==> config.mk <==
export PLATFORM = sky130hd
export DESIGN_NAME = lpf_pin_function_select
export DESIGN_NICKNAME = d
export VERILOG_FILES = /design/src/lpf_pkg.sv /design/src/lpf_reg_if.sv /design/src/lpf_pin_mux.sv /design/src/lpf_apb_slave.sv /design/src/lpf_pin_function_select.sv
export SDC_FILE = /design/constraint.sdc
export NUM_CORES = 1
export LEC_CHECK = 0
export ABC_CLOCK_PERIOD_IN_PS = 1200
export BUFFER_PORTS_ARGS = -buffer_cell sky130_fd_sc_hd__buf_2
export CORE_UTILIZATION = 42
export CTS_CLUSTER_SIZE = 14
export DETAILED_ROUTE_END_ITERATION = 6
export GPL_TIMING_DRIVEN = 0
export MAX_ROUTING_LAYER = met4
export PLACE_DENSITY = 0.73
export SLEW_MARGIN = 25
export SYNTH_ARGS = -nofsm -noshare
export SYNTH_HDL_FRONTEND = slang
export SYNTH_SLANG_ARGS = --single-unit
==> constraint.sdc <==
create_clock -name ref_clk -period 1.2 [get_ports ref_clk]
set_input_delay 0.06 -clock ref_clk [delete_from_list [all_inputs] [get_ports ref_clk]]
set_output_delay 0.06 -clock ref_clk [all_outputs]
set_load 0.005 [all_outputs]
==> src/lpf_pkg.sv <==
// shared constants of the led / general-purpose pin function select block
// assumes a 32-bit apb register slave clocked by ref_clk at 40 mhz
package lpf_pkg;

    // ------------------------------------------------------------
    // register byte offsets
    // ------------------------------------------------------------
    localparam logic [11:0] LPF_CFG_OFF  = 12'h024; // led_pin_function_config
    localparam logic [11:0] LPF_WAKE_OFF = 12'h0A0; // pin wake enable and polarity
    localparam logic [11:0] LPF_LEDC_OFF = 12'h0A4; // duplex led software control

    // ------------------------------------------------------------
    // field positions
    // ------------------------------------------------------------
    localparam int LPF_ROLE_BIT    = 31; // led_role_select
    localparam int LPF_P10_LSB     = 24; // pin 10 function select, 2 bits
    localparam int LPF_P9_LSB      = 20; // pin9_function_select, 2 bits
    localparam int LPF_BUF_LSB     = 9;  // push-pull select, pin 9 then pin 10
    localparam int LPF_DIR_LSB     = 5;  // output direction, pin 9 then pin 10
    localparam int LPF_DAT_LSB     = 1;  // pin data, pin 9 then pin 10
    localparam int LPF_WK_EN_LSB   = 0;  // wake enable, pin 9 then pin 10
    localparam int LPF_WK_POL_LSB  = 8;  // wake polarity, 1 = rising
    localparam int LPF_DPX_EN_BIT  = 0;  // software owns the duplex led while role is 0
    localparam int LPF_DPX_LIT_BIT = 1;  // duplex led lit when owned

    // ------------------------------------------------------------
    // reset values and function codes
    // ------------------------------------------------------------
    localparam logic       LPF_ROLE_RST = 1'h0;
    localparam logic [1:0] LPF_FN_RST   = 2'h0;
    localparam logic [1:0] LPF_FN_GPIO  = 2'h0;
    localparam logic [1:0] LPF_FN_LED   = 2'h1;
    localparam logic [1:0] LPF_FN_MIRA  = 2'h2; // pin 9: rxd1, pin 10: rxd0
    localparam logic [1:0] LPF_FN_MIRB  = 2'h3; // pin 9: phy reset, pin 10: rxd3
    localparam logic       LPF_LED_OFF  = 1'h1; // leds are active low

    // apb answer sequencer
    typedef enum logic [1:0] {
        LPF_IDLE = 2'b01,
        LPF_ACK  = 2'b10
    } lpf_apb_state_t;

    // led level for an active-low indicator
    function automatic logic lpf_led_n(input logic lit);
        return ~lit;
    endfunction

endpackage

==> src/lpf_reg_if.sv <==
// register access carrier between the apb slave and the register file
// assumes both ends run on the same clock
`timescale 1ns/1ps
interface lpf_reg_if;
    logic        wr;    // one-cycle write strobe, decoded address hit
    logic [11:0] addr;
    logic [31:0] wdata;
    logic [31:0] rdata;
    logic        hit;   // address maps to a register

    modport slave (output wr, output addr, output wdata, input rdata, input hit);
    modport regs  (input wr, input addr, input wdata, output rdata, output hit);
endinterface

==> src/lpf_pin_mux.sv <==
// output mux of one shared general-purpose pin
// assumes the caller registers the outputs; purely combinational
`timescale 1ns/1ps
module lpf_pin_mux
    import lpf_pkg::*;
(
    input  wire logic [1:0] fn,
    input  wire logic       dir,
    input  wire logic       push_pull,
    input  wire logic       dat,
    input  wire logic       led_n,
    input  wire logic       mir_a,
    input  wire logic       mir_b,
    output logic            pin_out,
    output logic            pin_oe,
    output logic            gp_input
);
    // ------------------------------------------------------------
    // function select
    // ------------------------------------------------------------
    // open-drain only pulls low, so a high level releases the pin
    always_comb begin
        gp_input = 1'b0;
        case (fn)
            LPF_FN_GPIO: begin
                gp_input = ~dir;
                pin_out  = push_pull ? dat : 1'b0;
                pin_oe   = dir & (push_pull | ~dat);
            end
            LPF_FN_LED: begin
                pin_out = led_n;
                pin_oe  = 1'b1;
            end
            LPF_FN_MIRA: begin
                pin_out = mir_a;
                pin_oe  = 1'b1;
            end
            LPF_FN_MIRB: begin
                pin_out = mir_b;
                pin_oe  = 1'b1;
            end
            default: begin
                pin_out = 1'b0;
                pin_oe  = 1'b0;
            end
        endcase
    end
endmodule

==> src/lpf_apb_slave.sv <==
// apb slave front end with one wait state per transfer
// assumes an apb master that holds its request until pready is seen
`timescale 1ns/1ps
module lpf_apb_slave
    import lpf_pkg::*;
(
    input  wire logic        ref_clk,
    input  wire logic        rst,
    input  wire logic        psel,
    input  wire logic        penable,
    input  wire logic        pwrite,
    input  wire logic [11:0] paddr,
    input  wire logic [31:0] pwdata,
    output logic             pready,
    output logic [31:0]      prdata,
    output logic             pslverr,
    lpf_reg_if.slave         bus
);
    typedef struct packed {
        lpf_apb_state_t st;
        logic           rdy;
        logic [31:0]    rd;
        logic           err;
    } lpf_apb_t;

    lpf_apb_t s;
    lpf_apb_t next_s;

    // ------------------------------------------------------------
    // decode
    // ------------------------------------------------------------
    // the write lands on the very edge at which the master sees pready
    assign bus.addr  = paddr;
    assign bus.wdata = pwdata;
    assign bus.wr    = (s.st == LPF_ACK) & psel & penable & pwrite & ~s.err;
    assign pready    = s.rdy;
    assign prdata    = s.rd;
    assign pslverr   = s.err;

    // read data is captured a cycle early so it comes from a flop
    always_comb begin
        next_s = s;
        case (s.st)
            LPF_IDLE: begin
                if (psel & penable) begin
                    next_s.st  = LPF_ACK;
                    next_s.rdy = 1'b1;
                    next_s.err = ~bus.hit;
                    next_s.rd  = (bus.hit & ~pwrite) ? bus.rdata : 32'h0;
                end
            end
            LPF_ACK: begin
                next_s.st  = LPF_IDLE;
                next_s.rdy = 1'b0;
                next_s.err = 1'b0;
                next_s.rd  = 32'h0;
            end
            default: begin
                next_s.st = LPF_IDLE;
            end
        endcase
    end

    always_ff @(posedge ref_clk) begin
        if (rst) begin
            s    <= '0;
            s.st <= LPF_IDLE;
        end else begin
            s <= next_s;
        end
    end
endmodule

==> src/lpf_pin_function_select.sv <==
// led and shared general-purpose pin function select, top level
// assumes apb software access, strap-like eeprom inputs valid at reset release,
// and status, mii and pin inputs synchronous to ref_clk
//
// Decided for this implementation: the APB interface to the registers.
`timescale 1ns/1ps
module lpf_pin_function_select
    import lpf_pkg::*;
(
    input  wire logic        ref_clk,
    input  wire logic        rst,
    input  wire logic        psel,
    input  wire logic        penable,
    input  wire logic        pwrite,
    input  wire logic [11:0] paddr,
    input  wire logic [31:0] pwdata,
    output logic             pready,
    output logic [31:0]      prdata,
    output logic             pslverr,
    input  wire logic        eeprom_present,
    input  wire logic        eeprom_led_role_select,
    input  wire logic        usb_reset,
    input  wire logic        lite_reset,
    input  wire logic        link_speed_100,
    input  wire logic        link_up,
    input  wire logic        activity,
    input  wire logic        mii_rxd0,
    input  wire logic        mii_rxd1,
    input  wire logic        mii_rxd3,
    input  wire logic        internal_phy_reset_low,
    input  wire logic        general_purpose_pin_9_in,
    output logic             general_purpose_pin_9_out,
    output logic             general_purpose_pin_9_oe,
    input  wire logic        general_purpose_pin_10_in,
    output logic             general_purpose_pin_10_out,
    output logic             general_purpose_pin_10_oe,
    output logic             speed_indicator_out_n,
    output logic             link_activity_indicator_out_n,
    output logic             duplex_indicator_out_n,
    output logic [1:0]       pin_wake_event,
    output logic [1:0]       pin_irq_event
);
    import lpf_pkg::*;

    // index 0 is pin 9, index 1 is pin 10 throughout
    typedef struct packed {
        logic       role;
        logic       image;
        logic       load_pend;
        logic [1:0] p10fn;
        logic [1:0] p9fn;
        logic [1:0] pp;
        logic [1:0] dir;
        logic [1:0] dat;
        logic [1:0] wk_en;
        logic [1:0] wk_pol;
        logic       dpx_en;
        logic       dpx_lit;
        logic [1:0] prev_pin;
        logic       spd_n;
        logic       lnk_n;
        logic       dpx_n;
        logic [1:0] pin_out;
        logic [1:0] pin_oe;
        logic [1:0] wake;
        logic [1:0] irq;
    } lpf_top_t;

    lpf_top_t   s;
    lpf_top_t   next_s;
    lpf_reg_if  regs ();
    logic [1:0] pin_in;
    logic [1:0] mux_out;
    logic [1:0] mux_oe;
    logic [1:0] gp_input;
    logic       spd_lit;
    logic       lnk_lit;
    logic       dpx_lit;

    assign pin_in = {general_purpose_pin_10_in, general_purpose_pin_9_in};

    // ------------------------------------------------------------
    // bus front end and pin muxes
    // ------------------------------------------------------------
    lpf_apb_slave u_apb (
        .ref_clk (ref_clk),
        .rst     (rst),
        .psel    (psel),
        .penable (penable),
        .pwrite  (pwrite),
        .paddr   (paddr),
        .pwdata  (pwdata),
        .pready  (pready),
        .prdata  (prdata),
        .pslverr (pslverr),
        .bus     (regs.slave)
    );

    // pin 9 code 01 carries the link led whose meaning follows the role
    lpf_pin_mux u_mux9 (
        .fn        (s.p9fn),
        .dir       (s.dir[0]),
        .push_pull (s.pp[0]),
        .dat       (s.dat[0]),
        .led_n     (lpf_led_n(lnk_lit)),
        .mir_a     (mii_rxd1),
        .mir_b     (internal_phy_reset_low),
        .pin_out   (mux_out[0]),
        .pin_oe    (mux_oe[0]),
        .gp_input  (gp_input[0])
    );

    lpf_pin_mux u_mux10 (
        .fn        (s.p10fn),
        .dir       (s.dir[1]),
        .push_pull (s.pp[1]),
        .dat       (s.dat[1]),
        .led_n     (lpf_led_n(spd_lit)),
        .mir_a     (mii_rxd0),
        .mir_b     (mii_rxd3),
        .pin_out   (mux_out[1]),
        .pin_oe    (mux_oe[1]),
        .gp_input  (gp_input[1])
    );

    // ------------------------------------------------------------
    // led roles
    // ------------------------------------------------------------
    // activity blinks the combined led off, a common link/activity habit
    always_comb begin
        spd_lit = link_speed_100;
        if (s.role) begin
            lnk_lit = link_up;
            dpx_lit = activity;
        end else begin
            lnk_lit = link_up & ~activity;
            dpx_lit = s.dpx_en ? s.dpx_lit : activity;
        end
    end

    // ------------------------------------------------------------
    // register read side
    // ------------------------------------------------------------
    // data bits read the pin itself while it is an input
    always_comb begin
        regs.rdata = 32'h0;
        regs.hit   = 1'b1;
        case (regs.addr)
            LPF_CFG_OFF: begin
                regs.rdata[LPF_ROLE_BIT]             = s.role;
                regs.rdata[LPF_P10_LSB +: 2]         = s.p10fn;
                regs.rdata[LPF_P9_LSB +: 2]          = s.p9fn;
                regs.rdata[LPF_BUF_LSB +: 2]         = s.pp;
                regs.rdata[LPF_DIR_LSB +: 2]         = s.dir;
                regs.rdata[LPF_DAT_LSB +: 2]         = (s.dir & s.dat) | (~s.dir & pin_in);
            end
            LPF_WAKE_OFF: begin
                regs.rdata[LPF_WK_EN_LSB +: 2]       = s.wk_en;
                regs.rdata[LPF_WK_POL_LSB +: 2]      = s.wk_pol;
            end
            LPF_LEDC_OFF: begin
                regs.rdata[LPF_DPX_EN_BIT]           = s.dpx_en;
                regs.rdata[LPF_DPX_LIT_BIT]          = s.dpx_lit;
            end
            default: begin
                regs.hit = 1'b0;
            end
        endcase
    end

    // ------------------------------------------------------------
    // next state
    // ------------------------------------------------------------
    // a usb or lite reset beats a software write of the role bit
    always_comb begin
        next_s = s;
        if (regs.wr) begin
            case (regs.addr)
                LPF_CFG_OFF: begin
                    next_s.role  = regs.wdata[LPF_ROLE_BIT];
                    next_s.p10fn = regs.wdata[LPF_P10_LSB +: 2];
                    next_s.p9fn  = regs.wdata[LPF_P9_LSB +: 2];
                    next_s.pp    = regs.wdata[LPF_BUF_LSB +: 2];
                    next_s.dir   = regs.wdata[LPF_DIR_LSB +: 2];
                    next_s.dat   = regs.wdata[LPF_DAT_LSB +: 2];
                end
                LPF_WAKE_OFF: begin
                    next_s.wk_en  = regs.wdata[LPF_WK_EN_LSB +: 2];
                    next_s.wk_pol = regs.wdata[LPF_WK_POL_LSB +: 2];
                end
                LPF_LEDC_OFF: begin
                    next_s.dpx_en  = regs.wdata[LPF_DPX_EN_BIT];
                    next_s.dpx_lit = regs.wdata[LPF_DPX_LIT_BIT];
                end
                default: begin
                    next_s.role = s.role;
                end
            endcase
        end
        // eeprom image is caught one cycle after reset release
        if (s.load_pend) begin
            next_s.load_pend = 1'b0;
            next_s.image     = eeprom_present & eeprom_led_role_select;
            next_s.role      = eeprom_present & eeprom_led_role_select;
        end else if (usb_reset | lite_reset) begin
            next_s.role = s.image;
        end
        // registered outputs
        next_s.spd_n    = lpf_led_n(spd_lit);
        next_s.lnk_n    = lpf_led_n(lnk_lit);
        next_s.dpx_n    = lpf_led_n(dpx_lit);
        next_s.pin_out  = mux_out;
        next_s.pin_oe   = mux_oe;
        next_s.prev_pin = pin_in;
        // events only from gpio pins set as inputs
        next_s.irq  = gp_input & (pin_in ^ s.prev_pin);
        next_s.wake = gp_input & s.wk_en & (pin_in ^ s.prev_pin)
                      & ~(pin_in ^ s.wk_pol);
    end

    always_ff @(posedge ref_clk) begin
        if (rst) begin
            s           <= '0;
            s.role      <= LPF_ROLE_RST;
            s.p10fn     <= LPF_FN_RST;
            s.p9fn      <= LPF_FN_RST;
            s.load_pend <= 1'b1;
            s.spd_n     <= LPF_LED_OFF;
            s.lnk_n     <= LPF_LED_OFF;
            s.dpx_n     <= LPF_LED_OFF;
        end else begin
            s <= next_s;
        end
    end

    assign speed_indicator_out_n         = s.spd_n;
    assign link_activity_indicator_out_n = s.lnk_n;
    assign duplex_indicator_out_n        = s.dpx_n;
    assign general_purpose_pin_9_out     = s.pin_out[0];
    assign general_purpose_pin_9_oe      = s.pin_oe[0];
    assign general_purpose_pin_10_out    = s.pin_out[1];
    assign general_purpose_pin_10_oe     = s.pin_oe[1];
    assign pin_wake_event                = s.wake;
    assign pin_irq_event                 = s.irq;

    // ------------------------------------------------------------
    // checks
    // ------------------------------------------------------------
    chk_cfg_role_write: assert property (@(posedge ref_clk) disable iff (rst)
        (regs.wr && regs.addr == LPF_CFG_OFF && !usb_reset && !lite_reset && !s.load_pend)
        |=> (s.role == $past(regs.wdata[LPF_ROLE_BIT])))
        else $error("role bit did not take the written value");
    chk_irq_input_only: assert property (@(posedge ref_clk) disable iff (rst)
        (s.irq[0] || s.wake[0]) |-> ($past(s.p9fn) == LPF_FN_GPIO && !$past(s.dir[0])))
        else $error("pin 9 event while not a gpio input");
    chk_wake_needs_en: assert property (@(posedge ref_clk) disable iff (rst)
        s.wake[1] |-> ($past(s.wk_en[1]) && !$past(s.dir[1])))
        else $error("pin 10 wake without enable");
    chk_role1_link_led: assert property (@(posedge ref_clk) disable iff (rst)
        s.role |=> (link_activity_indicator_out_n == !$past(link_up)))
        else $error("link led wrong in role 1");
    chk_dpx_default_act: assert property (@(posedge ref_clk) disable iff (rst)
        (!s.role && !s.dpx_en) |=> (duplex_indicator_out_n == !$past(activity)))
        else $error("duplex led does not show activity by default");
    chk_pin10_fn_reset: assert property (@(posedge ref_clk)
        $fell(rst) |-> (s.p10fn == LPF_FN_GPIO))
        else $error("pin 10 function not gpio after reset");
    chk_pin10_mirror: assert property (@(posedge ref_clk) disable iff (rst)
        (s.p10fn == LPF_FN_MIRA) |=> (general_purpose_pin_10_out == $past(mii_rxd0) && general_purpose_pin_10_oe))
        else $error("pin 10 does not mirror rxd0");
    chk_pin9_fn_reset: assert property (@(posedge ref_clk)
        $fell(rst) |-> (s.p9fn == LPF_FN_GPIO && s.role == LPF_ROLE_RST))
        else $error("pin 9 function not gpio after reset");
    chk_pin9_mirror: assert property (@(posedge ref_clk) disable iff (rst)
        (s.p9fn == LPF_FN_MIRB) |=> (general_purpose_pin_9_out == $past(internal_phy_reset_low)))
        else $error("pin 9 does not mirror phy reset");
    chk_role_restore: assert property (@(posedge ref_clk) disable iff (rst)
        ((usb_reset || lite_reset) && !s.load_pend) |=> (s.role == $past(s.image)))
        else $error("role not restored to image");
    chk_pin9_led_role: assert property (@(posedge ref_clk) disable iff (rst)
        (s.p9fn == LPF_FN_LED) |=> (general_purpose_pin_9_out == link_activity_indicator_out_n))
        else $error("pin 9 led does not follow the role");
endmodule

==> flow_metrics.env, run 1 <==
export IMPL_hpwl_after_dpl_mm=4.04
export IMPL_synthMostInstantiatedCell="sky130_fd_sc_hd__dfxtp_1"
export IMPL_cts_max_path_buffers=2
export IMPL_top_level_ports=107
export IMPL_reg2reg_from="u_apb.s[34]"
export IMPL_leakage_nw=1.43
export IMPL_core_rowCount=26
export IMPL_synth_area_leaders="sky130_fd_sc_hd__dfxtp_1 (42%), sky130_fd_sc_hd__buf_4 (12%), sky130_fd_sc_hd__o21ai_0 (4.7%)"
export IMPL_power_ir_vdd_worst_v=0.000508
export IMPL_syn_area_per_cell_um2=9.39
export IMPL_finalNetCount=419
export IMPL_grt_pass1_wl_mm=8.88
export IMPL_total_switching_power_mw=0.784
export IMPL_cts_tree="built"
export IMPL_ff_latch_area_um2=985
export IMPL_grt_usage_pct=19.8
export IMPL_run_status="finished with violations"
export IMPL_antenna_found_initial=0
export IMPL_multiInputGateArea_um2=1200
export IMPL_critPathKind="reg2reg"
export IMPL_synth_largest_area_cell="sky130_fd_sc_hd__dfxtp_1"
export IMPL_post_synth_mux_area_share_pct=3.13
export IMPL_synth_top_family_by_area="simple AND/OR/NAND/NOR gates"
export IMPL_sum_of_overflow_across_all_layers_after_global_routing=0
export IMPL_netlist_area_leader_share_pct=42.3
export IMPL_number_of_enable_flip_flop_cells_after_synthesis=0
export IMPL_final_cells=428
export IMPL_antenna_diode_count=0
export IMPL_cts_htree_levels=2
export IMPL_regToRegSetupSlack_ns=-0.20
export IMPL_clk_transition_reported_paths_ns=0.09
export IMPL_final_setup_viol_count=30
export IMPL_place_inst=402
export IMPL_fin_worst_skew_ns=0.00360
export IMPL_p_int_mw=2.26
export IMPL_timing_final_max_slew_violations=0
export IMPL_setup_worst_path_end_class="register"
export IMPL_timing_critical_path_fanout_max=6
export IMPL_route_vias_total=2083
export IMPL_fin_hold_ws_ns=-0.0145
export IMPL_netlist_top_cells_count="sky130_fd_sc_hd__dfxtp_1 (49), sky130_fd_sc_hd__buf_4 (38), sky130_fd_sc_hd__o21ai_0 (22)"
export IMPL_violations="negative hold slack, negative setup slack"
export IMPL_post_place_ws_ns=-0.332
export IMPL_worst_hold_startpoint="pwdata[6]"
export IMPL_slew_limit_headroom_pct=46.0
export IMPL_grt_max_degree=16
export IMPL_routed_wire_length_per_instance_um=13.9
export IMPL_ys_seq_area_share_pct=42.3
export IMPL_clk_latency_ns=0.31
export IMPL_clock_power_share_pct=32.0
export IMPL_cts_sinks=49
export IMPL_post_synth_xor_area_fraction_pct=1.51
export IMPL_syn2layout_area_growth_pct=42.2
export IMPL_globalplace_congestion=0.829
export IMPL_die_w_um=76.3
export IMPL_routed_via_density=4.87
export IMPL_worst_setup_path_startpoint="u_apb.s[34]"
export IMPL_first_global_vias=1851
export IMPL_timing_final_hold_violations=1
export IMPL_combinationalPowerShare_pct=13.3
export IMPL_timing_hold_worst_endpoint="s[22]"
export IMPL_power_density_cell_area_nw_per_um2=923
export IMPL_drive_above_1_share_pct=52.2
export IMPL_achievable_frequency_mhz=714
export IMPL_synth_ff_type="sky130_fd_sc_hd__dfxtp_1"
export IMPL_route_antenna_remaining_nets=0
export IMPL_finalCriticalPeriod_ns=1.40
export IMPL_tritoncts_num_buffers=5
export IMPL_synthesis_instances=247
export IMPL_drv_cap=0
export IMPL_worstHoldPathCells=3
export IMPL_floorplan_die_height_um=76.3
export IMPL_worst_hold_path_type="in2reg"
export IMPL_number_of_flip_flops_and_latches_in_the_synthesized_netlist=49
export IMPL_synthSimpleGateAreaFrac_pct=18.4
export IMPL_clockRootBuffer="sky130_fd_sc_hd__clkbuf_8"
export IMPL_critical_path_reg2reg_endpoint="s[13]"
export IMPL_post_route_util_pct=63.4
export IMPL_synth_cell_area_um2=2320
export IMPL_initial_util_pct=44.6
export IMPL_synth_cell_types=42
export IMPL_worst_r2r_path_depth=5
export IMPL_detail_route_first_pass_iterations=4
export IMPL_period_share_pct=117
export IMPL_crit_path_start_kind="register"
export IMPL_pwr_share_seq_pct=54.7
export IMPL_pin_slew_with_the_least_headroom_to_its_limit_ns=0.810
export IMPL_core_area_um2=5200
export IMPL_yosys_warns=0
export IMPL_synth_compound_area_share_pct=17.2
export IMPL_post_synth_adder_cell_area_pct=0
export IMPL_drt_iter0_drc=84
export IMPL_drcViolationCount=0
export IMPL_worst_ep_arrival_ns=1.65
export IMPL_rsz0062_at_grt="yes"
export IMPL_layout_filler_cells=437
export IMPL_async_reset_ff_share_pct=0
export IMPL_setup_slack_ns=-0.201
export IMPL_cp_data_required_time_ns=1.45
export IMPL_place_port_buffers=67
export IMPL_wl_mm=5.96
export IMPL_switching_part_of_the_total_pct=25.7
export IMPL_design_die_area_um2=5820
-- stage by stage --
stage          instance area [um2]  TNS, ns  hold WS (ns)  total power [mW]
6_report                      3300    -4.51       -0.0145              3.05
5_1_grt                       3300    -5.56     -0.000307              3.15
4_1_cts                       3120    -3.31      0.000230              3.01
3_5_place_dp                  2850    -6.84         0.262              2.03
3_3_place_gp                  2850    -6.73         0.251              2.03
2_1_floorplan                 2430    -1.33        0.0877              1.89
-- layout make-up --
cell class / instances / area share, %
inverter: 5 / 0.569
timing repair buffer: 87 / 16.0
tap: 70 / 2.65
clock buffer: 5 / 2.09
buffer: 46 / 11.8
clock inverter: 3 / 0.531
multi-input combinational: 163 / 36.5
sequential: 49 / 29.8
-- repair_timing --
action                                 4_1_cts  5_1_grt
hold buffers                                 4        1
endpoints found under the hold margin        4        1
buffers inserted                             9        4
gates cloned                                 0        2
pin swaps                                    9       16
gates resized for setup                     26       23
setup endpoints to repair                   31       31
-- flip-flops by register name (all words and copies together) (netlist names) --
signal                         cells
general_purpose_pin_9_oe           1
general_purpose_pin_10_oe          1
speed_indicator_out_n              1
duplex_indicator_out_n             1
general_purpose_pin_10_out         1
pin_irq_event                      2
pin_wake_event                     2
u_apb.s                            2
general_purpose_pin_9_out          1
u_apb.pready                       1
u_apb.prdata                      13
link_activity_indicator_out_n      1
u_apb.pslverr                      1
s                                 21
-- cells by family after synthesis --
logic type,after synthesis
buffers and inverters,53
xor gates and xnor gates,4
and+or+nand+nor,68
muxes,7
AOI/OAI and AO/OA,65
other,1
DFF,49
-- per-layer routing --
metal / track usage [%] / part of all wire (%)
met5: - / 0
met2: 32.1 / 52
met3: 4.31 / 5.5
met1: 24.3 / 42
met4: 6.92 / 1.1
-- power groups by stage --
stage	registers [mW]	logic [mW]	clock network [mW]
CTS	1.67	0.368	0.973
floorplan	1.70	0.189	0
detailed placement	1.71	0.328	0
global placement	1.70	0.325	0
global route	1.67	0.438	1.05
finish	1.67	0.405	0.973
-- critical path: stages (launching register included) --
cell and delay [ns]:
sky130_fd_sc_hd__dfxtp_2 0.34, sky130_fd_sc_hd__and4bb_2 0.30, sky130_fd_sc_hd__and4_4 0.32, sky130_fd_sc_hd__clkbuf_16 0.18, sky130_fd_sc_hd__nand3_2 0.08, sky130_fd_sc_hd__a21oi_2 0.13
-- how the worst max path moves through the flow --
stage | cells past startpoint | to | slack (ns)
after floorplan | 5 | s[19] | -0.1
final | 5 | s[13] | -0.20
after global placement | 5 | s[28] | -0.32
after global routing | 5 | s[25] | -0.25
after CTS | 5 | s[22] | -0.16
after detailed placement | 5 | s[20] | -0.33
-- cell usage in the layout (no fill, tap or decap), types with 3 or more instances in the layout --
cell type	instances
sky130_fd_sc_hd__nand3_2	8
sky130_fd_sc_hd__nand2b_1	5
sky130_fd_sc_hd__buf_2	68
sky130_fd_sc_hd__inv_1	4
sky130_fd_sc_hd__a21oi_2	7
sky130_fd_sc_hd__xnor2_1	4
sky130_fd_sc_hd__o21ai_2	9
sky130_fd_sc_hd__nand3_1	10
sky130_fd_sc_hd__clkbuf_8	6
sky130_fd_sc_hd__nand2_1	6
sky130_fd_sc_hd__a211oi_1	3
sky130_fd_sc_hd__a22o_1	12
sky130_fd_sc_hd__o21ai_1	3
sky130_fd_sc_hd__mux2i_1	5
sky130_fd_sc_hd__o21ai_0	9
sky130_fd_sc_hd__nor2b_1	6
sky130_fd_sc_hd__dfxtp_1	46
sky130_fd_sc_hd__buf_6	7
sky130_fd_sc_hd__a32o_1	3
sky130_fd_sc_hd__a21oi_1	14
sky130_fd_sc_hd__dfxtp_2	3
sky130_fd_sc_hd__nor2_1	6
sky130_fd_sc_hd__buf_4	48
sky130_fd_sc_hd__dlygate4sd3_1	5
sky130_fd_sc_hd__conb_1	19
No activity file was read; power rests on OpenSTA's default activity.
==> run 2: changes to the inputs <==
==> constraint.sdc (replaced) <==
create_clock -name ref_clk -period 1.2 [get_ports ref_clk]
set_input_delay 0.06 -clock ref_clk [delete_from_list [all_inputs] [get_ports ref_clk]]
set_output_delay 0.06 -clock ref_clk [all_outputs]
set_load 0.02 [all_outputs]
==> run 2 against run 1 <==
Effect of this change:
- the run ends with negative setup slack left
- critical path depth up 1
- design area increased by 3.2%
- worst hold slack gained 0.017 ns
- cell count grew 0.70%
- sequential share of layout area decreased by 0.86 points
- utilization rose by 2.0 points
- non-clock buffer count is 3 higher
- clock-buffer cell count increased by 1
- clock power is 25% higher
- first-iteration DRC count rose by 86%
- global-route usage up 1.4 points
- maximum frequency fell by 0.39%
==> flow_metrics.env, run 2 (synthesis results as in run 1) <==
export IMPL_power_ir_vdd_worst_v=0.000480
export IMPL_largest_register="s"
export IMPL_route_antenna_remaining_nets=0
export IMPL_slew_limit_headroom_pct=53.6
export IMPL_post_route_util_pct=65.4
export IMPL_crit_slowest_cell="sky130_fd_sc_hd__dfxtp_2"
export IMPL_routed_via_density=4.90
export IMPL_drv_cap=0
export IMPL_sum_of_overflow_across_all_layers_after_global_routing=0
export IMPL_die_w_um=76.3
export IMPL_tritoncts_num_buffers=5
export IMPL_pwr_share_seq_pct=49.4
export IMPL_ff_latch_area_um2=987
export IMPL_leakage_nw=1.47
export IMPL_worst_path_buf_inv=2
export IMPL_place_port_buffers=67
export IMPL_combinationalPowerShare_pct=14.3
export IMPL_p_int_mw=2.55
export IMPL_initial_util_pct=44.6
export IMPL_route_vias_total=2112
export IMPL_cp_data_required_time_ns=1.45
export IMPL_grt_max_degree=16
export IMPL_cts_htree_levels=2
export IMPL_clock_power_share_pct=36.3
export IMPL_setup_worst_path_end_class="register"
export IMPL_switching_part_of_the_total_pct=24.4
export IMPL_timing_critical_path_cells="and4bb_2 > and4_1 > buf_6 > buf_16 > nand3_2 > a21oi_1"
export IMPL_clockRootBuffer="sky130_fd_sc_hd__clkbuf_8"
export IMPL_path_delay_family="simple AND/OR/NAND/NOR gates"
export IMPL_crit_path_start_kind="register"
export IMPL_wl_mm=6.07
export IMPL_routed_wire_length_per_instance_um=14.1
export IMPL_hpwl_after_dpl_mm=3.89
export IMPL_detail_route_first_pass_iterations=4
export IMPL_period_share_pct=117
export IMPL_place_inst=402
export IMPL_drcViolationCount=0
export IMPL_floorplan_die_height_um=76.3
export IMPL_achievable_frequency_mhz=711
export IMPL_finalNetCount=422
export IMPL_fin_worst_skew_ns=0.00590
export IMPL_total_switching_power_mw=0.821
export IMPL_grt_pass1_wl_mm=9.30
export IMPL_cts_max_path_buffers=2
export IMPL_power_density_cell_area_nw_per_um2=989
export IMPL_final_cells=431
export IMPL_final_cell_area_um2=3410
export IMPL_detailed_place_area_um2=2820
export IMPL_worst_hold_path_type="in2reg"
export IMPL_rsz0062_at_grt="yes"
export IMPL_core_area_um2=5200
export IMPL_antenna_found_initial=0
export IMPL_finalCriticalPeriod_ns=1.41
export IMPL_post_place_ws_ns=-0.335
export IMPL_cts_sinks=49
export IMPL_setup_slack_ns=-0.206
export IMPL_globalplace_congestion=0.872
export IMPL_largest_register_ffs=21
export IMPL_cts_tree="built"
export IMPL_clk_latency_ns=0.31
export IMPL_cpPeakStageDelay_ns=0.33
export IMPL_drt_iter0_drc=156
export IMPL_worst_ep_arrival_ns=1.65
export IMPL_first_global_vias=2025
export IMPL_violations="negative setup slack"
export IMPL_critPathKind="reg2reg"
export IMPL_top_level_ports=107
export IMPL_layout_filler_cells=438
export IMPL_timing_critical_path_fanout_max=5
export IMPL_design_die_area_um2=5820
export IMPL_commonest_cells_after_routing_fill_and_taps_aside="sky130_fd_sc_hd__buf_2 (68), sky130_fd_sc_hd__buf_4 (46), sky130_fd_sc_hd__dfxtp_1 (46)"
export IMPL_run_status="finished with violations"
export IMPL_core_rowCount=26
export IMPL_timing_final_hold_violations=0
export IMPL_drive_above_1_share_pct=54.3
export IMPL_pin_slew_with_the_least_headroom_to_its_limit_ns=0.695
export IMPL_clk_transition_reported_paths_ns=0.09
export IMPL_final_setup_viol_count=30
export IMPL_grt_usage_pct=21.2
export IMPL_multiInputGateArea_um2=1220
export IMPL_syn2layout_area_growth_pct=46.8
export IMPL_antenna_diode_count=0
export IMPL_most_common_library_cell_in_the_layout_ignoring_fill_and_taps="sky130_fd_sc_hd__buf_2"
export IMPL_timing_final_max_slew_violations=0
[run 2: repair_timing]
item	in CTS	in global routing
cloned	2	1
hold buffers	1	4
buffers inserted	14	3
endpoints found under the hold margin	1	4
pin swaps	36	11
gates resized for setup	46	22
setup endpoints to repair	30	33
[run 2: final cells by class]
class	instances	share of cell area (%)
Sequential cell	49	29.0
Inverter	5	0.551
Buffer	47	11.5
Timing Repair Buffer	89	17.1
Tap cell	70	2.57
Clock buffer	6	2.42
Clock inverter	2	1.10
Multi-Input combinational cell	163	35.8
[run 2: worst register-to-register path: stages, from the launching register on]
cell                       delay [ns]
sky130_fd_sc_hd__dfxtp_2         0.33
sky130_fd_sc_hd__and4bb_2        0.28
sky130_fd_sc_hd__and4_1          0.23
sky130_fd_sc_hd__buf_6           0.15
sky130_fd_sc_hd__buf_16          0.12
sky130_fd_sc_hd__nand3_2         0.08
sky130_fd_sc_hd__a21oi_1         0.14
[run 2: through the flow]
step	setup TNS [ns]	power, mW	hold WS, ns
5_1_grt	-5.56	3.50	-0.00236
3_5_place_dp	-7.91	2.09	0.258
2_1_floorplan	-2.11	1.95	0.0877
3_3_place_gp	-7.69	2.09	0.256
4_1_cts	-3.23	3.35	0.00175
6_report	-4.28	3.37	0.00235
[run 2: per-layer routing]
metal | up-vias | share of wire, % | track usage (%)
met5 | - | 0 | -
met4 | 0 | 1.8 | 7.69
met3 | 11 | 6.2 | 4.91
met2 | 84 | 50 | 37.1
met1 | 973 | 42 | 23.5
li1 | 1044 | - | -
[run 2: worst paths after layout]
kind           startpoint           end  slack, ns  depth (start not counted)
max           u_apb.s[34]         s[18]      -0.21                          6
min             pwdata[5]         s[21]      0.002                          3
max reg2reg   u_apb.s[34]         s[18]      -0.21                          6
min reg2reg  u_apb.pready  u_apb.pready       0.44                          2
[run 2: power groups by stage]
stage / clock network (mW) / registers (mW) / logic [mW]
6_report: 1.22 / 1.66 / 0.482
5_1_grt: 1.32 / 1.67 / 0.516
4_1_cts: 1.23 / 1.67 / 0.450
3_5_place_dp: 0 / 1.70 / 0.383
3_3_place_gp: 0 / 1.70 / 0.383
2_1_floorplan: 0 / 1.72 / 0.235
==> run 3: changes to the inputs <==
==> constraint.sdc (replaced) <==
create_clock -name ref_clk -period 1.2 [get_ports ref_clk]
set_input_delay 0.24 -clock ref_clk [delete_from_list [all_inputs] [get_ports ref_clk]]
set_output_delay 0.24 -clock ref_clk [all_outputs]
set_load 0.02 [all_outputs]
==> run 3 against run 2 <==
Effect of this change:
- the run still ends with negative setup slack left
- via count is 1.4% lower
- design area is 5.5% lower
- worst hold slack better by 0.11 ns
- flip-flop and latch count stayed put
- routed wire length is 6.7% lower
- combinational power is 11% lower
- critical path depth stayed put
- die area stayed put
- maximum frequency is 0.63% lower
- critical endpoint is now s[24]
- power is 1.3% lower
- sequential power hardly changed
==> flow_metrics.env, run 3 (synthesis results as in run 1) <==
export IMPL_clk_transition_reported_paths_ns=0.09
export IMPL_post_route_util_pct=61.8
export IMPL_worst_hold_path_type="in2reg"
export IMPL_most_common_library_cell_in_the_layout_ignoring_fill_and_taps="sky130_fd_sc_hd__buf_2"
export IMPL_leakage_nw=1.41
export IMPL_totalNegativeSetupSlack_ns=-3.53
export IMPL_route_vias_total=2083
export IMPL_rsz0062_at_grt="yes"
export IMPL_drcViolationCount=0
export IMPL_detail_route_first_pass_iterations=4
export IMPL_grt_max_degree=16
export IMPL_total_switching_power_mw=0.809
export IMPL_p_int_mw=2.52
export IMPL_route_antenna_remaining_nets=0
export IMPL_cp_data_required_time_ns=1.44
export IMPL_critPathKind="reg2reg"
export IMPL_first_global_vias=1938
export IMPL_pwr_share_seq_pct=50.1
export IMPL_drt_iter0_drc=82
export IMPL_timing_critical_path_fanout_max=10
export IMPL_fin_hold_ws_ns=0.115
export IMPL_globalplace_congestion=0.871
export IMPL_largest_register="s"
export IMPL_wl_mm=5.66
export IMPL_detailed_place_area_um2=2820
export IMPL_worst_ep_arrival_ns=1.66
export IMPL_post_place_ws_ns=-0.413
export IMPL_die_w_um=76.3
export IMPL_initial_util_pct=44.6
export IMPL_core_rowCount=26
export IMPL_grt_pass1_wl_mm=8.94
export IMPL_tritoncts_num_buffers=5
export IMPL_routed_wire_length_per_instance_um=13.5
export IMPL_timing_final_max_slew_violations=0
export IMPL_top_level_ports=107
export IMPL_final_cells=420
export IMPL_switching_part_of_the_total_pct=24.3
export IMPL_largest_register_ffs=21
export IMPL_power_density_cell_area_nw_per_um2=1030
export IMPL_core_area_um2=5200
export IMPL_setup_slack_ns=-0.215
export IMPL_cts_htree_levels=2
export IMPL_slew_limit_headroom_pct=45.7
export IMPL_cts_sinks=49
export IMPL_clockRootBuffer="sky130_fd_sc_hd__clkbuf_8"
export IMPL_clock_power_share_pct=37.0
export IMPL_hpwl_after_dpl_mm=3.87
export IMPL_place_inst=402
export IMPL_finalCriticalPeriod_ns=1.42
export IMPL_period_share_pct=118
export IMPL_run_status="finished with violations"
export IMPL_routed_via_density=4.96
export IMPL_sum_of_overflow_across_all_layers_after_global_routing=0
export IMPL_drv_cap=0
export IMPL_final_cell_area_um2=3220
export IMPL_timing_final_hold_violations=0
export IMPL_power_ir_vdd_worst_v=0.000509
export IMPL_cts_tree="built"
export IMPL_antenna_diode_count=0
export IMPL_cts_max_path_buffers=2
export IMPL_drive_above_1_share_pct=53.1
export IMPL_fin_worst_skew_ns=0.00562
export IMPL_syn2layout_area_growth_pct=38.7
export IMPL_combinationalPowerShare_pct=12.9
export IMPL_p_total_mw=3.33
export IMPL_achievable_frequency_mhz=707
export IMPL_setup_worst_path_end_class="register"
export IMPL_clk_latency_ns=0.31
export IMPL_place_port_buffers=67
export IMPL_grt_usage_pct=20.1
export IMPL_design_die_area_um2=5820
export IMPL_final_setup_viol_count=30
export IMPL_commonest_cells_after_routing_fill_and_taps_aside="sky130_fd_sc_hd__buf_2 (68), sky130_fd_sc_hd__buf_4 (44), sky130_fd_sc_hd__dfxtp_1 (41)"
export IMPL_antenna_found_initial=0
export IMPL_crit_path_start_kind="register"
export IMPL_pin_slew_with_the_least_headroom_to_its_limit_ns=0.814
export IMPL_violations="negative setup slack"
export IMPL_floorplan_die_height_um=76.3
export IMPL_finalNetCount=411
[run 3: changes by cell type in the layout (fill, tap and decap cells not counted), sizes merged]
cell / before / now
buf: 128 / 123
clkbuf: 9 / 8
dlygate4sd3: 5 / 0
[run 3: worst max-delay path, stage by stage, from the launching register on]
cell and delay [ns]:
sky130_fd_sc_hd__dfxtp_2 0.34, sky130_fd_sc_hd__and4bb_2 0.30, sky130_fd_sc_hd__and4_1 0.22, sky130_fd_sc_hd__buf_6 0.12
sky130_fd_sc_hd__buf_12 0.12, sky130_fd_sc_hd__nand3_1 0.10, sky130_fd_sc_hd__a21oi_2 0.14
[run 3: repair_timing]
action                                  CTS  global route
gates resized for setup                  27            30
cloned                                    1             0
pin swaps                                20            17
setup buffers                             8             1
endpoints found under the setup margin   30            36
hold buffers                              0             0
[run 3: area by class of cell]
| class | instances | area (um2) |
|---|---|---|
| fill | 445 | 1990 |
| multi-input combinational | 163 | 1160 |
| sequential | 49 | 991 |
| timing repair buffer | 77 | 438 |
| buffer | 48 | 399 |
| tap | 70 | 87.6 |
| clock buffer | 6 | 82.6 |
| clock inverter | 2 | 37.5 |
| inverter | 5 | 18.8 |
[run 3: worst paths after layout]
| kind | start | end | slack (ns) | cells past startpoint |
|---|---|---|---|---|
| hold reg to reg | u_apb.pready | u_apb.pready | 0.44 | 2 |
| hold / removal | link_speed_100 | speed_indicator_out_n | 0.11 | 2 |
| setup / recovery | u_apb.s[34] | s[24] | -0.22 | 6 |
| setup reg to reg | u_apb.s[34] | s[24] | -0.22 | 6 |
[run 3: metal layers]
layer,share of wire (%),GRT usage (%)
met2,49,33.2
met3,7.1,6.11
met4,1.7,7.12
met5,0,-
met1,43,23.0
[run 3: power by group through the flow]
stage          Sequential [mW]  Combinational (mW)  Clock, mW
5_1_grt                   1.67               0.461       1.34
3_3_place_gp              1.70               0.382          0
2_1_floorplan             1.72               0.235          0
3_5_place_dp              1.70               0.384          0
6_report                  1.67               0.430       1.23
4_1_cts                   1.67               0.407       1.25
